File: config.mk
export PLATFORM = sky130hd
export DESIGN_NAME = fal_top
export DESIGN_NICKNAME = d
export VERILOG_FILES = /design/src/include/fal_pkg.sv /design/src/core/fal_alarm_timer.sv /design/src/core/fal_top.sv
export VERILOG_INCLUDE_DIRS = /design/src /design/src/include
export SDC_FILE = /design/constraint.sdc
export NUM_CORES = 2
export LEC_CHECK = 0
export BUFFER_PORTS_ARGS = -buffer_cell sky130_fd_sc_hd__buf_4
export CAP_MARGIN = 20
export CELL_PAD_IN_SITES_DETAIL_PLACEMENT = 1
export CELL_PAD_IN_SITES_GLOBAL_PLACEMENT = 1
export CORE_UTILIZATION = 40
export DETAILED_ROUTE_END_ITERATION = 10
export GPL_TIMING_DRIVEN = 0
export PLACE_DENSITY_LB_ADDON = 0.1
export SLEW_MARGIN = 20
export SYNTH_ARGS = -nofsm -noshare
export SYNTH_HDL_FRONTEND = slang
export SYNTH_HIERARCHICAL = 1
export SYNTH_SLANG_ARGS = --single-unit
export TNS_END_PERCENT = 100
File: constraint.sdc
create_clock -name clk -period 4.22 [get_ports clk]
set_clock_uncertainty 0.15 [all_clocks]
set_input_delay 0.844 -clock clk [delete_from_list [all_inputs] [get_ports clk]]
set_output_delay 0.844 -clock clk [all_outputs]
set_load 0.01 [all_outputs]
File: src/include/fal_defines.svh
// register offsets, reset values and timing counts of the flow alarm unit
`ifndef FAL_DEFINES_SVH
`define FAL_DEFINES_SVH
// -----------------------------------------------------------------
// global register offsets (byte addresses)
// -----------------------------------------------------------------
`define FAL_CTRL 8'h00
`define FAL_MANUAL 8'h04
`define FAL_STATUS 8'h08
`define FAL_MINV 8'h0C
`define FAL_MAXV 8'h10
`define FAL_VOL 8'h14
// -----------------------------------------------------------------
// per channel window: addr[7:6]=base, addr[5:4]=channel, addr[3:2]=reg
// -----------------------------------------------------------------
`define FAL_CH_BASE 2'h1
`define FAL_CH_CFG 2'h0
`define FAL_CH_SP 2'h1
`define FAL_CH_HY 2'h2
`define FAL_CH_TM 2'h3
`define FAL_TM2_LSB 16
// -----------------------------------------------------------------
// reset values and limits
// -----------------------------------------------------------------
`define FAL_CTRL_RST 8'h00
`define FAL_TMAX 16'h7D00
// -----------------------------------------------------------------
// timebase: one second at a 40 MHz clock
// -----------------------------------------------------------------
`define FAL_TICK_MS 1000
`define FAL_CLK_KHZ 40000
`endif

File: src/include/fal_pkg.sv
// types shared by the flow alarm unit
package fal_pkg;
  // alarm functions
  typedef enum logic [2:0] {FN_OFF = 3'h0, FN_OPEN = 3'h1, FN_UNDER = 3'h2,
                            FN_OVER = 3'h3, FN_BATCH = 3'h4} fal_fn_t;
  // key / digital input actions
  typedef enum logic [1:0] {ACT_TOT = 2'h0, ACT_FRZ = 2'h1, ACT_MM = 2'h2,
                            ACT_BATCH = 2'h3} fal_act_t;
  // batch process states
  typedef enum logic [1:0] {B_IDLE = 2'h0, B_RUN = 2'h1, B_HOLD = 2'h2,
                            B_DONE = 2'h3} fal_bst_t;
  // timer phases
  typedef enum logic [1:0] {TM_IDLE = 2'h0, TM_WAIT = 2'h1, TM_ON = 2'h2,
                            TM_OFF = 2'h3} fal_tph_t;
  // control register layout
  typedef struct packed {
    logic rsv; // spare bit, keeps the word at eight bits
    logic loop_aux;
    logic loop_flow;
    logic manual;
    fal_act_t di_act;
    fal_act_t key_act;
  } fal_ctrl_t;
  // one alarm channel configuration
  typedef struct packed {
    fal_fn_t fn;
    logic blk;
    logic [15:0] sp;
    logic [15:0] hy;
    logic [15:0] t1;
    logic [15:0] t2;
  } fal_cfg_t;
  // register bus request
  typedef struct packed {
    logic [7:0] addr;
    logic [31:0] wdata;
    logic wr;
    logic rd;
  } fal_bus_t;
  // timer state
  typedef struct packed {
    fal_tph_t ph;
    logic [15:0] cnt;
    logic on;
  } fal_tm_t;
endpackage

File: src/core/fal_alarm_timer.sv
// delay / pulse / oscillator timer driving one alarm relay
`timescale 1ns/1ps
module fal_alarm_timer
  import fal_pkg::*;
(
  input wire logic clk,
  input wire logic rst,
  input wire logic cond,
  input wire logic tick,
  input wire logic [15:0] t1,
  input wire logic [15:0] t2,
  output logic relay
);
  fal_tm_t s_r; // whole timer state
  fal_tm_t s_nxt; // next state
  logic [16:0] inc; // count plus one, widened for compare

  // -----------------------------------------------------------------
  // next state
  // -----------------------------------------------------------------
  always_comb
  begin
    s_nxt = s_r;
    inc = {1'b0, s_r.cnt} + 17'h00001;
    if (!cond)
    begin
      // condition gone: everything restarts
      s_nxt.ph = TM_IDLE;
      s_nxt.cnt = 16'h0000;
      s_nxt.on = 1'b0;
    end
    else if (t1 == 16'h0000 && t2 == 16'h0000)
    begin
      // plain follower
      s_nxt.ph = TM_IDLE;
      s_nxt.on = 1'b1;
    end
    else
    begin
      case (s_r.ph)
        TM_IDLE:
        begin
          s_nxt.cnt = 16'h0000;
          // delay starts off, pulse and oscillator start on
          s_nxt.ph = (t1 == 16'h0000) ? TM_WAIT : TM_ON;
          s_nxt.on = (t1 != 16'h0000);
        end
        TM_WAIT:
        begin
          if (tick)
          begin
            // delay elapsed: relay stays on afterwards
            if (inc >= {1'b0, t2})
            begin
              s_nxt.ph = TM_ON;
              s_nxt.on = 1'b1;
              s_nxt.cnt = 16'h0000;
            end
            else
              s_nxt.cnt = inc[15:0];
          end
        end
        TM_ON:
        begin
          if (tick && t1 != 16'h0000)
          begin
            // on time over
            if (inc >= {1'b0, t1})
            begin
              s_nxt.ph = TM_OFF;
              s_nxt.on = 1'b0;
              s_nxt.cnt = 16'h0000;
            end
            else
              s_nxt.cnt = inc[15:0];
          end
        end
        TM_OFF:
        begin
          // single pulse parks here; oscillator turns back on
          if (tick && t2 != 16'h0000)
          begin
            if (inc >= {1'b0, t2})
            begin
              s_nxt.ph = TM_ON;
              s_nxt.on = 1'b1;
              s_nxt.cnt = 16'h0000;
            end
            else
              s_nxt.cnt = inc[15:0];
          end
        end
        default:
          s_nxt.ph = TM_IDLE;
      endcase
    end
  end

  // -----------------------------------------------------------------
  // state register
  // -----------------------------------------------------------------
  always_ff @(posedge clk)
  begin
    if (rst)
      s_r <= '0;
    else
      s_r <= s_nxt;
  end

  assign relay = s_r.on; // from a flop
endmodule // fal_alarm_timer

File: src/core/fal_top.sv
// alarm evaluation, min/max, batch feeder and register port of the flow meter
// Operation
// - alarm is off, open, under, over or batch
// - compare instantaneous flow only, never totals
// - aux loop input feeds open-sensor alarm only
// - open-sensor alarm only with loop input
// - under-limit asserts while flow below setpoint
// - over-limit asserts while flow above setpoint
// - two timer values, 0 to 32000 seconds
// - both zero: relay follows condition directly
// - delay or single pulse from timer pair
// - both nonzero: relay oscillates on then off
// - light shows condition regardless of relay timer
// - each alarm has its own hysteresis band
// - initial blocking hides alarm present at power-up; channels reset to off and arm one cycle after reset, so blk hides nothing
// - blocking never applies to open-sensor alarm
// - track min and max flow, clearable
// - key and input each pick one action
// - activation when idle starts batch, relays on
// - activation while running holds batch, relays off
// - setpoint reached ends batch, relays off
// - activation after end restarts with cleared counters
// - batch setpoint locked while batch in progress
// - optionally restore batch state at power-up
// - manual mode drives outputs, then returns
// - two channels, up to four, each lit
// - pulse counter cleared at batch end, totalizer reset by key or input
`timescale 1ns/1ps
`include "fal_defines.svh"
module fal_top
  import fal_pkg::*;
#(
  parameter int NCH = 2, // fitted channels, 2 or 4
  parameter int TICK_CYCLES = `FAL_TICK_MS * `FAL_CLK_KHZ // clocks per second
)
(
  input wire logic clk,
  input wire logic rst,
  input fal_bus_t bus,
  output logic [31:0] rdata,
  input wire logic [15:0] flow,
  input wire logic flow_valid,
  input wire logic loop_open,
  input wire logic key_pin,
  input wire logic di_pin,
  input wire logic batch_reset_on_power,
  input fal_bst_t saved_bst,
  input wire logic [31:0] saved_vol,
  output logic [3:0] relay,
  output logic [3:0] light,
  output fal_bst_t batch_state,
  output logic [31:0] batch_vol,
  output logic freeze,
  output logic tot_clr,
  output logic pcnt_clr
);
  // -----------------------------------------------------------------
  // state
  // -----------------------------------------------------------------
  typedef struct packed {
    fal_cfg_t [3:0] cfg; // channel setup
    fal_ctrl_t ctrl; // control bits
    logic [3:0] man; // manual relay values
    logic [3:0] act; // hysteresis latch
    logic [3:0] armed; // seen a non-alarm since power-up
    logic [3:0] light; // alarm condition
    logic [3:0] relay; // relay drive
    logic [15:0] mn; // minimum flow
    logic [15:0] mx; // maximum flow
    logic mm_ok; // min/max hold a sample
    logic [2:0] ks; // key synchroniser
    logic [2:0] ds; // input synchroniser
    logic kf; // filtered key level
    logic df; // filtered input level
    fal_bst_t bst; // batch state
    logic [31:0] vol; // batch volume counter
    logic [25:0] tcnt; // timebase divider
    logic tick; // one-second strobe
    logic init; // power-up restore done
    logic frz; // display freeze
    logic tclr; // totalizer clear pulse
    logic pcc; // pulse counter clear pulse
    logic [31:0] rdata; // read answer
  } fal_st_t;

  localparam logic [25:0] TCMAX = 26'(TICK_CYCLES - 1); // last divider count

  fal_st_t s_r; // registered state
  fal_st_t s_nxt; // next state
  logic [3:0] tmr; // timer relay outputs
  logic kev; // key press edge
  logic dev; // input closure edge
  logic bev; // batch activation
  logic mmclr; // min/max clear
  logic reach; // batch setpoint reached
  logic [1:0] bch; // batch channel index
  logic bfound; // a batch channel exists

  // -----------------------------------------------------------------
  // helpers
  // -----------------------------------------------------------------
  // key or input assigned to this action fired
  function automatic logic hit(input fal_act_t a, input logic k, input logic d,
                               input fal_ctrl_t c);
    hit = (k && c.key_act == a) || (d && c.di_act == a);
  endfunction

  // clamp a timer write into the legal range
  function automatic logic [15:0] tsat(input logic [15:0] v);
    tsat = (v > `FAL_TMAX) ? `FAL_TMAX : v;
  endfunction

  // -----------------------------------------------------------------
  // activations: edge of the filtered level
  // -----------------------------------------------------------------
  // filter needs the second and third stage to agree
  assign kev = (s_r.ks[1] == s_r.ks[2]) && s_r.ks[2] && !s_r.kf;
  assign dev = (s_r.ds[1] == s_r.ds[2]) && s_r.ds[2] && !s_r.df;
  assign bev = hit(ACT_BATCH, kev, dev, s_r.ctrl);
  assign mmclr = hit(ACT_MM, kev, dev, s_r.ctrl);

  // -----------------------------------------------------------------
  // batch channel lookup and end test
  // -----------------------------------------------------------------
  always_comb
  begin
    bch = 2'h0;
    bfound = 1'b0;
    // lowest fitted batch channel owns the setpoint
    for (int i = 3; i >= 0; i--)
    begin
      if (i < NCH && s_r.cfg[i].fn == FN_BATCH)
      begin
        bch = 2'(i);
        bfound = 1'b1;
      end
    end
    // batch counter, not the totalizer, reaches the setpoint
    reach = bfound && (s_r.vol >= {16'h0000, s_r.cfg[bch].sp});
  end

  // -----------------------------------------------------------------
  // next state
  // -----------------------------------------------------------------
  always_comb
  begin
    logic [16:0] hi; // release point of under-limit
    logic [15:0] lo; // release point of over-limit
    logic on; // raw assert test
    logic off; // raw release test
    logic c; // channel condition
    hi = 17'h00000;
    lo = 16'h0000;
    on = 1'b0;
    off = 1'b0;
    c = 1'b0;
    s_nxt = s_r;
    s_nxt.tick = 1'b0;
    s_nxt.tclr = 1'b0;
    s_nxt.pcc = 1'b0;
    s_nxt.rdata = 32'h00000000;

    // one-second timebase
    if (s_r.tcnt >= TCMAX)
    begin
      s_nxt.tcnt = 26'h0000000;
      s_nxt.tick = 1'b1;
    end
    else
      s_nxt.tcnt = s_r.tcnt + 26'h0000001;

    // pin synchronisers; stage 0 feeds stage 1 only
    s_nxt.ks = {s_r.ks[1:0], key_pin};
    s_nxt.ds = {s_r.ds[1:0], di_pin};
    if (s_r.ks[1] == s_r.ks[2])
      s_nxt.kf = s_r.ks[2];
    if (s_r.ds[1] == s_r.ds[2])
      s_nxt.df = s_r.ds[2];

    // other key actions
    if (hit(ACT_TOT, kev, dev, s_r.ctrl))
    begin
      s_nxt.tclr = 1'b1;
      s_nxt.pcc = 1'b1;
    end
    if (hit(ACT_FRZ, kev, dev, s_r.ctrl))
      s_nxt.frz = !s_r.frz;

    // min/max tracking
    if (mmclr)
    begin
      s_nxt.mn = 16'h0000;
      s_nxt.mx = 16'h0000;
      s_nxt.mm_ok = 1'b0;
    end
    else if (flow_valid)
    begin
      // first sample after a clear seeds both
      if (!s_r.mm_ok || flow < s_r.mn)
        s_nxt.mn = flow;
      if (!s_r.mm_ok || flow > s_r.mx)
        s_nxt.mx = flow;
      s_nxt.mm_ok = 1'b1;
    end

    // batch feeder
    case (s_r.bst)
      B_IDLE, B_DONE:
      begin
        // start, or restart with cleared counters
        if (bev)
        begin
          s_nxt.bst = B_RUN;
          s_nxt.vol = 32'h00000000;
        end
      end
      B_RUN:
      begin
        if (bev)
          s_nxt.bst = B_HOLD;
        else if (reach)
        begin
          // values freeze, counter clears
          s_nxt.bst = B_DONE;
          s_nxt.pcc = 1'b1;
        end
        else if (s_r.tick)
          s_nxt.vol = s_r.vol + {16'h0000, flow}; // integrate per second
      end
      B_HOLD:
      begin
        // resume where it stopped
        if (bev)
          s_nxt.bst = B_RUN;
      end
      default:
        s_nxt.bst = B_IDLE;
    endcase

    // one-time restore after power returns
    if (!s_r.init)
    begin
      s_nxt.init = 1'b1;
      if (!batch_reset_on_power)
      begin
        s_nxt.bst = saved_bst;
        s_nxt.vol = saved_vol;
      end
    end

    // alarm channels
    for (int i = 0; i < 4; i++)
    begin
      hi = {1'b0, s_r.cfg[i].sp} + {1'b0, s_r.cfg[i].hy};
      lo = (s_r.cfg[i].hy > s_r.cfg[i].sp) ? 16'h0000 : s_r.cfg[i].sp - s_r.cfg[i].hy;
      on = 1'b0;
      off = 1'b0;
      c = 1'b0;
      case (s_r.cfg[i].fn)
        FN_UNDER:
        begin
          on = flow < s_r.cfg[i].sp;
          off = {1'b0, flow} > hi;
        end
        FN_OVER:
        begin
          on = flow > s_r.cfg[i].sp;
          off = flow < lo;
        end
        default:
        begin
          on = 1'b0;
          off = 1'b1;
        end
      endcase
      // latch between assert and release points
      if (s_r.act[i] && off)
        s_nxt.act[i] = 1'b0;
      else if (!s_r.act[i] && on)
        s_nxt.act[i] = 1'b1;
      // any non-alarm moment arms the channel
      if (!s_nxt.act[i])
        s_nxt.armed[i] = 1'b1;
      case (s_r.cfg[i].fn)
        // loop, as flow or as aux input, is the only source
        FN_OPEN: c = loop_open && (s_r.ctrl.loop_flow || s_r.ctrl.loop_aux);
        FN_BATCH: c = s_nxt.bst == B_RUN;
        FN_UNDER, FN_OVER: c = s_nxt.act[i] && (!s_r.cfg[i].blk || s_r.armed[i]);
        default: c = 1'b0;
      endcase
      // unfitted channels stay dark
      s_nxt.light[i] = (i < NCH) && c;
      if (s_r.ctrl.manual)
        s_nxt.relay[i] = s_r.man[i];
      else if (s_r.cfg[i].fn == FN_BATCH)
        s_nxt.relay[i] = (i < NCH) && s_nxt.bst == B_RUN;
      else
        s_nxt.relay[i] = (i < NCH) && tmr[i];
    end

    // register writes
    if (bus.wr)
    begin
      if (bus.addr[7:6] == `FAL_CH_BASE)
      begin
        case (bus.addr[3:2])
          `FAL_CH_CFG:
          begin
            s_nxt.cfg[bus.addr[5:4]].fn = fal_fn_t'(bus.wdata[2:0]);
            s_nxt.cfg[bus.addr[5:4]].blk = bus.wdata[3];
          end
          `FAL_CH_SP:
          begin
            // locked while a batch runs or holds
            if (!(s_r.cfg[bus.addr[5:4]].fn == FN_BATCH &&
                  (s_r.bst == B_RUN || s_r.bst == B_HOLD)))
              s_nxt.cfg[bus.addr[5:4]].sp = bus.wdata[15:0];
          end
          `FAL_CH_HY: s_nxt.cfg[bus.addr[5:4]].hy = bus.wdata[15:0];
          default:
          begin
            // out-of-range times clamp rather than wrap
            s_nxt.cfg[bus.addr[5:4]].t1 = tsat(bus.wdata[15:0]);
            s_nxt.cfg[bus.addr[5:4]].t2 = tsat(bus.wdata[31:`FAL_TM2_LSB]);
          end
        endcase
      end
      else if (bus.addr == `FAL_CTRL)
        s_nxt.ctrl = bus.wdata[7:0];
      else if (bus.addr == `FAL_MANUAL)
        s_nxt.man = bus.wdata[3:0];
    end

    // register reads; unmapped reads give zero
    if (bus.rd)
    begin
      if (bus.addr[7:6] == `FAL_CH_BASE)
      begin
        case (bus.addr[3:2])
          `FAL_CH_CFG:
            s_nxt.rdata = {28'h0000000, s_r.cfg[bus.addr[5:4]].blk,
                           s_r.cfg[bus.addr[5:4]].fn};
          `FAL_CH_SP: s_nxt.rdata = {16'h0000, s_r.cfg[bus.addr[5:4]].sp};
          `FAL_CH_HY: s_nxt.rdata = {16'h0000, s_r.cfg[bus.addr[5:4]].hy};
          default:
            s_nxt.rdata = {s_r.cfg[bus.addr[5:4]].t2, s_r.cfg[bus.addr[5:4]].t1};
        endcase
      end
      else
      begin
        case (bus.addr)
          `FAL_CTRL: s_nxt.rdata = {24'h000000, s_r.ctrl};
          `FAL_MANUAL: s_nxt.rdata = {28'h0000000, s_r.man};
          `FAL_STATUS: s_nxt.rdata = {22'h000000, s_r.bst, s_r.relay, s_r.light};
          `FAL_MINV: s_nxt.rdata = {16'h0000, s_r.mn};
          `FAL_MAXV: s_nxt.rdata = {16'h0000, s_r.mx};
          `FAL_VOL: s_nxt.rdata = s_r.vol;
          default: s_nxt.rdata = 32'h00000000;
        endcase
      end
    end
  end

  // -----------------------------------------------------------------
  // state register
  // -----------------------------------------------------------------
  always_ff @(posedge clk)
  begin
    if (rst)
    begin
      s_r <= '0;
      s_r.ctrl <= `FAL_CTRL_RST;
    end
    else
      s_r <= s_nxt;
  end

  // -----------------------------------------------------------------
  // relay timers, one per channel
  // -----------------------------------------------------------------
  for (genvar g = 0; g < 4; g++)
  begin : g_tmr
    fal_alarm_timer u_tmr (
      .clk(clk),
      .rst(rst),
      .cond(s_r.light[g]),
      .tick(s_r.tick),
      .t1(s_r.cfg[g].t1),
      .t2(s_r.cfg[g].t2),
      .relay(tmr[g])
    );
  end

  // outputs, all from flops
  assign rdata = s_r.rdata;
  assign relay = s_r.relay;
  assign light = s_r.light;
  assign batch_state = s_r.bst;
  assign batch_vol = s_r.vol;
  assign freeze = s_r.frz;
  assign tot_clr = s_r.tclr;
  assign pcnt_clr = s_r.pcc;
endmodule // fal_top

==> metrics.yaml <==
outcome: "finished with violations"
violations: "negative setup slack"
setup_tns_ns: -0.260
layout-drive-gt1-share: 0.175
root_buffer: "clkbuf_16"
drv_slew: 0
min_period_ns: 4.35
crit_path_start_kind: "flip-flop"
io_buffers: 162
cpPeakStageDelay_ns: 0.45
die_h_um: 280
clockBufferDepth: 3
ant_nets: 0
fp-row-count: 101
grt_pass1_vias: 29502
grt_usage: 0.328
grt_max_degree: 15
critPathArrivalTime_ns: 4.73
synth_top_area_share: 0.304
start_util: 0.406
crit_fanout: 8
fill_cells: 9210
crit_required_ns: 4.60
p_leak_uw: 0.0139
syn_inst: 3766
cts-buffers-inserted: 54
drtIter0Drc: 2896
synth_commonest_cells: "nor2_1, dfxtp_1, a21oi_1, ha_1, nand2_1"
drt_wl_total_um: 132000
gp_congestion: 0.975
cts_tree: "built"
swShare: 0.282
ys_ff_latch: 470
fin_nets: 4408
vias: 30438
avgViaCountPerCell: 5.99
ir_drop_mv: 0.325
switching_power_uw: 3130
synth_warnings: 6
total_power_uw: 11100
diodes: 0
die_area_um2: 78600
rsz0062_at_grt: "yes"
clock-sinks: 470
pwr-share-clk: 0.448
slowest_stage: "a2111o_1"
cp-end-kind: "flip-flop"
combPwrFrac: 0.135
synth_top_area_cell: "dfxtp_1"
gr-total-overflow: 0
synth_seq_area_share: 0.304
htreeDepth: 2
drc_errors: 0
place_inst: 4960
cp_num_buf_inv: 1
crit_type: "flip-flop to flip-flop"
synth_top_cells_by_area: "dfxtp_1, ha_1, nor2_1, a21oi_1, mux4_2"
clk_latency_ns: 0.64
synth_cell_type_count: 88
synth_ff_type: "dfxtp_1"
hold_slack_ns: 0.293
dp_hpwl_um: 102000
pin_count: 176
intPower_uw: 7960
slew_headroom: 0.208
synth_edf_count: 0
synth.most_common_cell: "nor2_1"
p_per_area_nw_per_um2: 304
coreArea_um2: 76300
sequentialPowerShare: 0.417
syn_area_um2: 31000
synth_area_per_cell_um2: 8.22
post-route-period-util: 1.03
critPathTopFamily: "compound AO/OA/AOI/OAI gates"
crit_path_cell_trace: "inv_1 -> ha_4 -> a2111o_1 -> o2111a_2 -> o31ai_4 -> a21oi_2 -> o21ai_1 -> nand3_1 -> ha_1 -> a21o_1 -> a2111oi_4 -> o221a_4 -> nand4_1 -> and2_4 -> and4_4 -> a22o_1"
hold_class: "flip-flop to flip-flop"
maxCapViolCount: 0
finalSetupViolations: 3
instances_no_fill: 5082
hold_viol: 0
grt_pass1_wl_um: 194000
max_freq_mhz: 230
postLayoutSetupSlackWorst_ns: -0.132
fp.dieW_um: 280
areaGrowthSynthToFinish_pct: 17.7
clkTransAtPathRegs_ns: 0.06
wire_per_inst_um: 25.9
antenna_found_initial: 7
worst_pin_slew_ns: 1.17
drtPass1Iterations: 8
async_reset_ff_frac: 0
==> power by group through the flow <==
stage	combinational (µW)	clock, µW	sequential, µW
after floorplan	861	0	4650
after global placement	1380	0	4720
after detailed placement	1400	0	4720
after CTS	1440	5020	4620
after global routing	1610	5210	4620
final	1490	4970	4620
==> metrics by stage <==
step | setup WS (ns) | cell area [µm²] | utilization
6_report | -0.132 | 36500 | 0.478
5_1_grt | -0.289 | 36500 | 0.478
4_1_cts | -0.0421 | 36000 | 0.471
3_5_place_dp | -1.60 | 33500 | 0.439
3_3_place_gp | -1.49 | 33500 | 0.439
2_1_floorplan | 0.0722 | 31000 | -
==> cells in the final DEF (no fill, tap or decap), types with 41 or more instances in the layout <==
| cell | instances |
|---|---|
| o21ai_0 | 160 |
| nand4_1 | 47 |
| nor2_1 | 481 |
| nand2_1 | 288 |
| mux2i_1 | 94 |
| mux4_2 | 60 |
| a21oi_1 | 337 |
| a31oi_1 | 41 |
| ha_1 | 272 |
| clkbuf_1 | 164 |
| xnor2_1 | 73 |
| a211oi_1 | 50 |
| a21o_1 | 48 |
| nand3_1 | 113 |
| nor2b_1 | 41 |
| inv_1 | 211 |
| buf_4 | 287 |
| clkbuf_16 | 55 |
| dfxtp_1 | 425 |
| nor3_1 | 51 |
==> kinds of logic (layout without fill, tap and decap cells) <==
logic type,after synthesis,after routing,synth area share
xor gates and xnor gates,111,111,0.0319
other,1,2,0.000121
DFF,470,470,0.304
muxes,183,183,0.0843
and+or+nand+nor,1231,1231,0.184
buffers and inverters,529,814,0.0779
adders and majority gates,297,297,0.121
AOI/OAI and AO/OA,944,944,0.197
==> worst reg2reg max path: stages (launching register included) <==
cell       delay, ns
dfxtp_1         0.40
inv_1           0.10
ha_4            0.29
a2111o_1        0.46
o2111a_2        0.34
o31ai_4         0.38
a21oi_2         0.10
o21ai_1         0.13
nand3_1         0.15
ha_1            0.22
a21o_1          0.21
a2111oi_4       0.37
o221a_4         0.26
nand4_1         0.09
and2_4          0.21
and4_4          0.20
a22o_1          0.22
==> layer usage <==
layer  GRT usage  vias to the layer above  part of all wire
met5           0                        -           0.00030
met4      0.0998                        6             0.031
met3      0.0420                      233             0.070
met2       0.510                     1073              0.44
met1       0.468                    15214              0.46
li1            -                    13912                 -
==> final cells by class <==
type | instances | area [µm²] | area share
clock inverters | 18 | 213 | 0.00583
multi-input cells | 2768 | 19900 | 0.546
clock buffers | 78 | 1620 | 0.0445
inverters | 217 | 817 | 0.0224
repair buffers | 205 | 1540 | 0.0423
well taps | 1030 | 1290 | 0.0353
plain buffers | 296 | 1580 | 0.0432
flip-flops and latches | 470 | 9500 | 0.260
==> worst paths after layout <==
check / slack, ns / end / startpoint / cells after the start
setup / recovery: -0.13 / light[1]$_SDFF_PP0_ / flip-flop / 16
hold / removal: 0.29 / s_nxt[101]$_SDFF_PP0_ / s_nxt[100]$_SDFF_PP0_ / 1
setup reg to reg: -0.13 / light[1]$_SDFF_PP0_ / flip-flop / 16
hold reg to reg: 0.29 / s_nxt[101]$_SDFF_PP0_ / s_nxt[100]$_SDFF_PP0_ / 1
==> timing repair <==
action                                  4_1_cts  5_1_grt
resized for setup                           152       80
pin swaps                                    30       42
endpoints found under the setup margin       61       70
buffers inserted                             20       21
hold buffers                                  0        0
(Power assumes the default switching activity.)
